$ cat src/hw/ivr_pkg.sv
/*
 * Shared constants and carrier types for the interrupt vector response block.
 * Assumes a 100 MHz sys_clk and a register master that keeps the plain strobe port.
 */
// Contract
// Mode register: channel 7 bits 7..6, 6 bits 5..4, 5 bits 3..2, 4 bits 1..0.
// Mode 00: internal vector 34h..37h on upper CPU byte, assert channel acknowledge.
// Mode 01: no vector, no cycle end, only assert channel acknowledge early.
// Mode 10: assert acknowledge, fetch vector from local I/O bus in 1 us, present it.
// Mode 11: as mode 10 but with a 500 ns fetch time.
// Acknowledging local channel 4..7 drives its acknowledge output low.
// External interrupter drives its vector on local I/O data while acknowledged.
// VME interrupter supplies vector on low VME byte; device passes it to CPU.
// Sources hold requests stable until the acknowledge cycle has decoded them.
// No decodable source: answer empty vector 3Fh so the cycle never times out.
// Empty channel is virtual: no source, no control or status register.
// Seven levels, level 7 highest, level 1 lowest.
// Highest pending level encoded on the three processor priority lines.
// A channel programmed to level zero never interrupts the processor.
// Same level: lowest vector number first; level beats daisy-chain position.
// Internal vector: 6-bit channel number low, 2-bit common page high.
// Internal vector space is 64 numbers; unassigned numbers are reserved.
// Page resets to zero; boot software must program a non-zero page.
// Software avoids page 11b, reserved for boot software and expansion.
// Page sits in control register three bits 3..2; page writes keep bits 1..0.
// Internal response: number on CPU data 24..29, page on 30..31.
// After an external fetch, hold the vector on the CPU bus and end the cycle.
package ivr_pkg;

    // Register byte addresses.
    localparam logic [31:0] IVR_ADDR_MODE   = 32'hFFD00334;
    localparam logic [31:0] IVR_ADDR_CONTROL_REG_THREE   = 32'hFFD00250;
    localparam logic [31:0] IVR_ADDR_PAGE   = 32'hFFD00338;
    localparam logic [31:0] IVR_ADDR_STATUS = 32'hFFD0033C;

    // Reset values and field positions.
    localparam logic [7:0] IVR_MODE_RESET = 8'h00;
    localparam logic [3:0] IVR_CONTROL_REG_THREE_RESET = 4'h0;
    localparam int         IVR_PAGE_LSB   = 2;
    localparam int         IVR_AUX_LSB    = 0;

    // Vector numbers of the block.
    localparam logic [5:0]  IVR_EMPTY_NUM   = 6'h3F;
    localparam logic [5:0]  IVR_LOCAL_CHAN_FOUR_NUM  = 6'h34;
    localparam logic [6:0]  IVR_VME_BASE    = 7'h40;
    localparam logic [63:0] IVR_CHAN_VALID  = 64'h00FF3FF1_000000FF;
    localparam int          IVR_NUM_SRC     = 71;

    // Response mode codes of one local channel.
    localparam logic [1:0] IVR_MODE_INT   = 2'h0;
    localparam logic [1:0] IVR_MODE_NONE  = 2'h1;
    localparam logic [1:0] IVR_MODE_EXT1U = 2'h2;
    localparam logic [1:0] IVR_MODE_EXT5H = 2'h3;

    // Local I/O fetch times.
    localparam int         IVR_CLK_NS      = 10;
    localparam int         IVR_ACC_LONG_NS = 1000;
    localparam int         IVR_ACC_SHRT_NS = 500;
    localparam logic [7:0] IVR_ACC_LONG_CY = 8'(IVR_ACC_LONG_NS / IVR_CLK_NS);
    localparam logic [7:0] IVR_ACC_SHRT_CY = 8'(IVR_ACC_SHRT_NS / IVR_CLK_NS);

    typedef enum logic [1:0] {
        IVR_IDLE  = 2'h0,
        IVR_FETCH = 2'h1,
        IVR_DRIVE = 2'h3,
        IVR_PASS  = 2'h2
    } ivr_state_t;

    // Register port request from software.
    typedef struct packed {
        logic [31:0] addr;
        logic [31:0] wdata;
        logic        wr;
        logic        rd;
    } ivr_bus_req_t;

    // Acknowledge cycle request from the processor side.
    typedef struct packed {
        logic       start;
        logic [2:0] level;
        logic       finish;
    } ivr_iack_req_t;

endpackage

$ cat src/hw/ivr_core.sv
/*
 * Interrupt level encoding, daisy-chain selection and acknowledge vector response.
 * Assumes request lines and levels come from outside, synchronous to sys_clk, and
 * that the processor side frames each acknowledge cycle with start and finish pulses.
 */
// Our own choice: the plain strobed port.
`timescale 1ns/1ns
module ivr_core
    import ivr_pkg::*;
(
    input  wire logic                  sys_clk,
    input  wire logic                  nrst,
    input  wire ivr_bus_req_t          bus_req,
    output logic [31:0]                reg_rdata,
    input  wire logic [63:0]           int_req,
    input  wire logic [63:0][2:0]      int_level,
    input  wire logic [7:1]            vme_irq_line_n,
    input  wire logic [7:1][2:0]       vme_level,
    output logic [2:0]                 cpu_priority_level_lines_n,
    input  wire ivr_iack_req_t         iack_req,
    output logic [7:0]                 cpu_data_upper_byte,
    output logic                       cpu_data_oe,
    output logic                       cpu_iack_dtack,
    output logic [3:0]                 local_ack_strobe_n,
    input  wire logic [7:0]            local_io_data,
    output logic                       vme_iack_req,
    output logic [2:0]                 vme_iack_num,
    input  wire logic                  vme_vec_valid,
    input  wire logic [7:0]            vme_data_low_byte,
    output logic [1:0]                 control_reg_three_aux
);

    typedef struct packed {
        logic [7:0]  mode;
        logic [3:0]  control_reg_three;
        ivr_state_t  fsm;
        logic [7:0]  cnt;
        logic        from_vme;
        logic [7:0]  vec;
        logic [3:0]  lack_n;
        logic [2:0]  vnum;
        logic [7:0]  last_vec;
        logic [7:0]  rdata;
    } ivr_regs_t;

    ivr_regs_t   s;
    ivr_regs_t   next_s;
    logic [70:0] req_all;
    logic [70:0][2:0] lvl_all;
    logic [2:0]  top_level;
    logic [7:0]  pick;

    // Build an internal vector from the two page bits of control register three and a six-bit number.
    function automatic logic [7:0] ivr_make_vec(input logic [3:0] control_reg_three, input logic [5:0] num);
        ivr_make_vec = {control_reg_three[IVR_PAGE_LSB+1:IVR_PAGE_LSB], num};
    endfunction

    // Lowest index wins among pending sources at the wanted level.
    function automatic logic [7:0] ivr_pick(input logic [70:0] req, input logic [70:0][2:0] lvl,
                                            input logic [2:0] want);
        logic [7:0] r;
        r = 8'h00;
        for (int i = IVR_NUM_SRC - 1; i >= 0; i--)
        begin
            if (req[i] && lvl[i] == want && want != 3'h0)
            begin
                r = {1'b1, 7'(i)};
            end
        end
        return r;
    endfunction

    // Gather requests; reserved internal numbers and level zero never count.
    always_comb
    begin
        for (int i = 0; i < 64; i++)
        begin
            req_all[i] = int_req[i] && IVR_CHAN_VALID[i] && int_level[i] != 3'h0;
            lvl_all[i] = int_level[i];
        end
        for (int k = 0; k < 7; k++)
        begin
            // VIRQ7 sits first after the internal space, VME_IRQ_LINE last.
            req_all[64 + k] = !vme_irq_line_n[7 - k] && vme_level[7 - k] != 3'h0;
            lvl_all[64 + k] = vme_level[7 - k];
        end
    end

    // Highest pending level, seven down to one.
    always_comb
    begin
        top_level = 3'h0;
        for (int l = 1; l <= 7; l++)
        begin
            for (int i = 0; i < IVR_NUM_SRC; i++)
            begin
                if (req_all[i] && lvl_all[i] == 3'(l))
                begin
                    top_level = 3'(l);
                end
            end
        end
    end

    // Decode of the acknowledged level; relies on sources holding requests stable.
    assign pick = ivr_pick(req_all, lvl_all, iack_req.level);

    // Next-state logic: register port, acknowledge sequencer and local strobes.
    always_comb
    begin
        logic [6:0] idx;
        logic [1:0] cmode;
        logic [1:0] ch;
        idx    = pick[6:0];
        cmode  = 2'h0;
        ch     = 2'h0;
        next_s = s;
        next_s.rdata = 8'h00;

        // Register writes.
        if (bus_req.wr)
        begin
            if (bus_req.addr == IVR_ADDR_MODE)
            begin
                next_s.mode = bus_req.wdata[7:0];
            end
            if (bus_req.addr == IVR_ADDR_CONTROL_REG_THREE)
            begin
                next_s.control_reg_three = bus_req.wdata[3:0];
            end
            if (bus_req.addr == IVR_ADDR_PAGE)
            begin
                // Page-only alias so page updates cannot disturb the two low control bits.
                next_s.control_reg_three[IVR_PAGE_LSB+1:IVR_PAGE_LSB] = bus_req.wdata[IVR_PAGE_LSB+1:IVR_PAGE_LSB];
            end
        end

        // Register reads; unmapped addresses and missing bits read as zero.
        if (bus_req.rd)
        begin
            unique case (bus_req.addr)
                IVR_ADDR_MODE:   next_s.rdata = s.mode;
                IVR_ADDR_CONTROL_REG_THREE:   next_s.rdata = {4'h0, s.control_reg_three};
                IVR_ADDR_PAGE:   next_s.rdata = {4'h0, s.control_reg_three[IVR_PAGE_LSB+1:IVR_PAGE_LSB], 2'h0};
                IVR_ADDR_STATUS: next_s.rdata = s.last_vec;
                default:         next_s.rdata = 8'h00;
            endcase
        end

        unique case (s.fsm)
            IVR_IDLE:
            begin
                if (iack_req.start)
                begin
                    next_s.from_vme = 1'b0;
                    if (!pick[7])
                    begin
                        // Nothing decodable: the virtual empty channel answers at once.
                        next_s.vec = ivr_make_vec(s.control_reg_three, IVR_EMPTY_NUM);
                        next_s.fsm = IVR_DRIVE;
                    end
                    else if (idx >= IVR_VME_BASE)
                    begin
                        next_s.vnum     = 3'(7 - (idx - IVR_VME_BASE));
                        next_s.from_vme = 1'b1;
                        next_s.fsm      = IVR_FETCH;
                    end
                    else if (idx[5:2] == IVR_LOCAL_CHAN_FOUR_NUM[5:2])
                    begin
                        ch    = idx[1:0];
                        cmode = s.mode[2*ch +: 2];
                        next_s.lack_n[ch] = 1'b0;
                        unique case (cmode)
                            IVR_MODE_INT:
                            begin
                                next_s.vec = ivr_make_vec(s.control_reg_three, idx[5:0]);
                                next_s.fsm = IVR_DRIVE;
                            end
                            IVR_MODE_NONE:
                            begin
                                next_s.fsm = IVR_PASS;
                            end
                            IVR_MODE_EXT1U:
                            begin
                                next_s.cnt = IVR_ACC_LONG_CY;
                                next_s.fsm = IVR_FETCH;
                            end
                            IVR_MODE_EXT5H:
                            begin
                                next_s.cnt = IVR_ACC_SHRT_CY;
                                next_s.fsm = IVR_FETCH;
                            end
                        endcase
                    end
                    else
                    begin
                        next_s.vec = ivr_make_vec(s.control_reg_three, idx[5:0]);
                        next_s.fsm = IVR_DRIVE;
                    end
                end
            end
            IVR_FETCH:
            begin
                if (s.from_vme)
                begin
                    if (vme_vec_valid)
                    begin
                        next_s.vec = vme_data_low_byte;
                        next_s.fsm = IVR_DRIVE;
                    end
                end
                else if (s.cnt == 8'h01)
                begin
                    // The interrupter has had the whole access time to drive its vector.
                    next_s.vec = local_io_data;
                    next_s.fsm = IVR_DRIVE;
                end
                else
                begin
                    next_s.cnt = s.cnt - 8'h01;
                end
            end
            IVR_DRIVE:
            begin
                next_s.last_vec = s.vec;
            end
            IVR_PASS:
            begin
                next_s.last_vec = s.last_vec;
            end
        endcase

        // Any acknowledge cycle ending returns state, strobes, bus request and counter to rest.
        if (iack_req.finish && s.fsm != IVR_IDLE)
        begin
            next_s.fsm      = IVR_IDLE;
            next_s.lack_n   = 4'hF;
            next_s.from_vme = 1'b0;
            next_s.cnt      = 8'h00;
        end
    end

    // State register.
    always_ff @(posedge sys_clk or negedge nrst)
    begin
        if (!nrst)
        begin
            s          <= '0;
            s.mode     <= IVR_MODE_RESET;
            s.control_reg_three     <= IVR_CONTROL_REG_THREE_RESET;
            s.fsm      <= IVR_IDLE;
            s.lack_n   <= 4'hF;
        end
        else
        begin
            s <= next_s;
        end
    end

    // Priority lines are active low toward the processor.
    assign cpu_priority_level_lines_n = ~top_level;

    // The vector register drives the upper CPU byte only while answering.
    assign cpu_data_upper_byte = s.vec;
    assign cpu_data_oe         = (s.fsm == IVR_DRIVE);
    assign cpu_iack_dtack      = (s.fsm == IVR_DRIVE);
    assign local_ack_strobe_n  = s.lack_n;
    assign vme_iack_req        = (s.fsm == IVR_FETCH) && s.from_vme;
    assign vme_iack_num        = s.vnum;
    assign reg_rdata           = {24'h000000, s.rdata};
    assign control_reg_three_aux            = s.control_reg_three[IVR_AUX_LSB+1:IVR_AUX_LSB];

endmodule

$ cat config.mk
export PLATFORM = sky130hd
export DESIGN_NAME = ivr_core
export DESIGN_NICKNAME = d
export VERILOG_FILES = /design/src/hw/ivr_pkg.sv /design/src/hw/ivr_core.sv
export SDC_FILE = /design/constraint.sdc
export NUM_CORES = 1
export LEC_CHECK = 0
export BUFFER_PORTS_ARGS = -buffer_cell sky130_fd_sc_hd__buf_2
export CAP_MARGIN = 5
export CELL_PAD_IN_SITES_DETAIL_PLACEMENT = 0
export CELL_PAD_IN_SITES_GLOBAL_PLACEMENT = 2
export CORE_AREA = 2 2 186 188
export CTS_CLUSTER_DIAMETER = 120
export DETAILED_ROUTE_END_ITERATION = 12
export DIE_AREA = 0 0 188 190
export PLACE_DENSITY = 0.88
export REMOVE_ABC_BUFFERS = 1
export SYNTH_ARGS = -nofsm -noshare
export SYNTH_HDL_FRONTEND = slang
export SYNTH_SLANG_ARGS = --single-unit
$ cat constraint.sdc
create_clock -name sys_clk -period 5.1 [get_ports sys_clk]
set_clock_uncertainty 0.1 [all_clocks]
set_input_delay 0.51 -clock sys_clk [delete_from_list [all_inputs] [get_ports sys_clk]]
set_output_delay 0.51 -clock sys_clk [all_outputs]
set_load 0.1 [all_outputs]
[Yosys cells after proc, flatten, opt, wreduce, memory -nomap -nowiden]
Cells that the tools add are included.
Operators by class
  shift-type cells: 1
  reductions and logical operators: 405
  equality and inequality tests: 298
  bitwise logic cells: 3
  muxes and demuxes: 309
  $add $sub $neg: 3
  $lt $le $gt $ge: 3
Operators by type and width (number)
  $mux 3: 162
  $eq 3x3->1 const B: 136
  $mux 8: 45
  $logic_and 1x1->1: 343
  $eq 3x2->1 const B: 68
  $eq 32x32->1 const B: 4
  $reduce_bool 3->1: 36
  $eq 3x1->1 const B: 34
  $eq 3x3->1: 34
  $mux 2: 50
  $mux 1: 37
  $pmux 8 s2: 2
  $pmux 8 s4: 1
  $ne 3x3->1 const B: 9
  $mux 26: 1
  $pmux 10 s2: 1
  $mux 7: 2
  $reduce_bool 2->1: 7
  $mux 12: 1
  $mux 4: 3
  $mux 11: 1
  $mux 9: 1
  $eq 8x1->1 const B: 1
  $ne 4x4->1 const B: 2
  27 further kinds: 41
Word-level totals
  word-level logic and storage cells: 1033
  bits in registers: 54
  input port bits: 374

[Depth between registers and ports, before layout]
  depth in word-level cells: 242
  depth in mapped cells: 18

[Least setup slack after synthesis]
Ideal clock, no wire load.
  path type: input to output
  start: input port vme_level[7] in the netlist's numbering
  end: output port cpu_priority_level_lines_n[2]
  arrival: 4666 ps
  buffers on the path: 1
  required time: 4490 ps
  stages: 7
  setup slack: -176 ps
  cells stage by stage: clkbuf_1 nor2_1 a2111oi_0 o311ai_0 nor4_1 nand4_1 nor4_1
On the way
  cells in the longest elaborated chain, start to end: 143
RTL lines
  start, declared: RTL line ivr_core.sv:18  | input wire logic [7:1][2:0] vme_level,
  $reduce_bool 3->1: RTL line ivr_core.sv:84  | req_all[64 + k] = !vme_irq_line_n[7 - k] && vme_level[7 - k] != 3'h0;
  $logic_and 1x1->1: RTL line ivr_core.sv:84
  $logic_and 1x1->1: RTL line ivr_core.sv:97  | if (req_all[i] && lvl_all[i] == 3'(l))
  $mux 3 (136 in series): RTL line ivr_core.sv:97
  $mux 3 * (3 in series): RTL line ivr_core.sv:97
  $not 3->3 *: RTL line ivr_core.sv:261  | assign cpu_priority_level_lines_n = ~top_level;
  end, declared: RTL line ivr_core.sv:19  | output logic [2:0] cpu_priority_level_lines_n,
Mark *: on every way between the ends. The rest lies on a longest branch, timed or not.

[Final worst setup path]
  start: input port int_level[98] in the netlist's numbering
  end: output port cpu_priority_level_lines_n[0]
On the way
  cells in the longest elaborated chain, start to end: 234
RTL lines
  start, declared: RTL line ivr_core.sv:16  | input wire logic [63:0][2:0] int_level,
  $reduce_bool 3->1: RTL line ivr_core.sv:78  | req_all[i] = int_req[i] && IVR_CHAN_VALID[i] && int_level[i] != 3'h0;
  $logic_and 1x1->1: RTL line ivr_core.sv:78
  $logic_and 1x1->1: RTL line ivr_core.sv:97
  $mux 1 (26 in series): RTL line ivr_core.sv:97
  $mux 2 (43 in series): RTL line ivr_core.sv:97
  $mux 3 (135 in series): RTL line ivr_core.sv:97
  $mux 3 * (26 in series): RTL line ivr_core.sv:97
  $not 3->3 *: RTL line ivr_core.sv:261
Marks and branches as above.

==> flow_summary.ini <==
[status]
status = finished clean

[critical_path]
reg2reg_depth = 8
path_buf_inv = 2
cp_common_cell = nor2_1
cp_max_fo = 8
r2r_end = cpu_data_upper_byte[5]
crit_slowest_cell = nor4_1
endpoint_kind = output port
cp_cell_sequence = buf_2 > nand2b_1 > o32a_1 > o311ai_0 > nor4_1 > nand4_1 > nor4_1 > a21oi_1 > nor2_1 > nor2_1 > nor2_1 > buf_2
required_ps = 4490
crit_path_max_incr_delay_ps = 800
path_class = in -> out
crit_family = simple AND/OR/NAND/NOR gates
cp_num_cells = 12
rrSetupSlack_ps = 2780
startpoint_type = input pin
crit_end = cpu_priority_level_lines_n[0]
r2r_start = s[34]
cp.arrival_ps = 3940
setup.worst_path.start = int_level[98]

[yosys]
synth-xor-area-share_pct = 3.53
synth_simple_gate_area_share_pct = 39.9
ys_async_sr_fraction_pct = 100
synth_compound_area_share_pct = 23.7
synth_mux_area_share_pct = 5.87
ys_seq_area_share_pct = 15.6
synth_cell_types = 82
synth_fa_ha_area_share_pct = 0.288
synthCells = 1219
synth_top_flop_cell = dfrtp_1
ys_ff_latch = 54
syn_avg_cell_area_sq_um = 7.12
syn_area_sq_um = 8680
synth_top_family_by_area = simple AND/OR/NAND/NOR gates
synth_edf_count = 0
ys_warn_count = 0

[timing]
maxSlewHeadroom_pct = 41.4
tns_ps = 0
fin_crit_sh_pct = 89.2
final.min_clock_period_ps = 4550
whs_ps = 237
setup_viol = 0
finalMaxSlewViolations = 0
tightestPinTransition_ps = 869
rsz0062_at_grt = false
hold_viol = 0
fmax_mhz = 220

[place]
finalWeightedCongestion = 0.977
io_buffers = 232
placed_cell_area_sq_um = 9890
hpwlAfterDp_um = 34200

[global_route]
grt_antenna_before_repair = 5
grt_pass1_vias = 9105
grt-ovfl-total = 0
track_usage_pct = 21.8
grt_pass1_wl_um = 59000
grt_max_degree = 55

[routing]
drc = 0
wire_per_inst_um = 22.6
drt_iter0_markers = 1159
wirelength_um = 40900
ant_nets = 0
num_vias = 10334
vias_per_cell = 5.71
first_pass_iters = 5

[final_layout]
final_common_cell = buf_2
final_util_pct = 29.7
drive_above_1_share_pct = 25.0
syn2layout_area_growth_pct = 16.1
final_cell_mix = buf_2 (231), nand2_1 (139), nor2_1 (87), nand3_1 (60), dfrtp_1 (50)
fin_area_sq_um = 10100
nets = 1726

[cts]
cts_buffers = 5
h-tree-depth = 2
clock_latency_ps = 290
post_cts_buffers = 0
clock-sinks = 54
cts_tree = done
clockBufferDepth = 2
clock-root-buffer = clkbuf_16
path_clk_slew_ps = 70
post_cts_resized = 0
ctsHoldBuffers = 0

[hold_path]
hp-class = in -> async

[power_and_ir_drop]
power_uw = 2660
p_leak_uw = 0.00428
power_density_nw_per_um2 = 264
peakVddDrop_uv = 223

[floorplan]
die_w_um = 188
initial_core_util_pct = 25.6
die-area_sq_um = 35700
rows = 68
io-pin-count = 429
fp.dieH_um = 190
core_area_sq_um = 33900

[flow_run]
drv_cap = 0
## cells by family after synthesis
logic type | count (synthesis)
buffers and inverters | 188
and+or+nand+nor | 615
adders and majority gates | 2
xor gates and xnor gates | 35
other | 1
DFF | 54
muxes | 44
AOI/OAI and AO/OA | 280
## Yosys cell counts, types with 25 or more instances
cell | number | area (sq um)
nor3_1 | 47 | 235
nand4b_1 | 28 | 245
clkbuf_1 | 86 | 323
nand3_1 | 60 | 300
and3_1 | 25 | 156
dfrtp_1 | 50 | 1250
o21ai_0 | 45 | 225
xnor2_1 | 29 | 254
inv_1 | 31 | 116
nor2_1 | 87 | 327
buf_4 | 54 | 405
a211oi_1 | 25 | 188
nand2_1 | 139 | 522
nand4_1 | 42 | 263
nor2b_1 | 25 | 156
## metal layers
metal	vias up	routed length, um	track usage (%)
li1	4781	-	-
met1	5006	19800	33.6
met2	516	17400	32.9
met3	27	3490	3.21
met4	4	266	1.67
met5	-	27	0
## power by group
part           internal [uW]  leakage [uW]  total, uW  switching (uW)
Sequential               533      0.000704        628            95.0
Clock                    235     0.0000820        396             161
Combinational            509       0.00349       1630            1130
## worst min-delay path by stage
stage / startpoint / end / slack, ps
global placement: vme_iack_num[1] / vme_iack_num[1] / 370
floorplan: nrst / control_reg_three_aux[0] / 110
detailed placement: s[39] / s[39] / 380
global route: nrst / cpu_data_upper_byte[0] / 300
finish: nrst / control_reg_three_aux[1] / 240
CTS: nrst / control_reg_three_aux[1] / 270
## cell type report
class	instances	area, sq um
diodes	3	7.51
clock buffers	5	125
clock inverters	3	48.8
fillers	3767	23900
inverters	31	116
multi-input cells	1000	6450
flip-flops and latches	54	1360
well taps	455	569
repair buffers	258	1400
## registers in the layout (all words and copies together), names as in the netlist
signal                 cells
vme_iack_num               3
cpu_data_upper_byte        8
reg_rdata                  8
control_reg_three_aux      2
s                         29
local_ack_strobe_n         4
## through the flow
stage	cells	worst slack (ps)
after detailed placement	1798	380
after CTS	1806	675
after global routing	1809	378
after floorplan	1085	-103
final	1809	551
after global placement	1798	435
No activity file was read; power rests on OpenSTA's default activity.
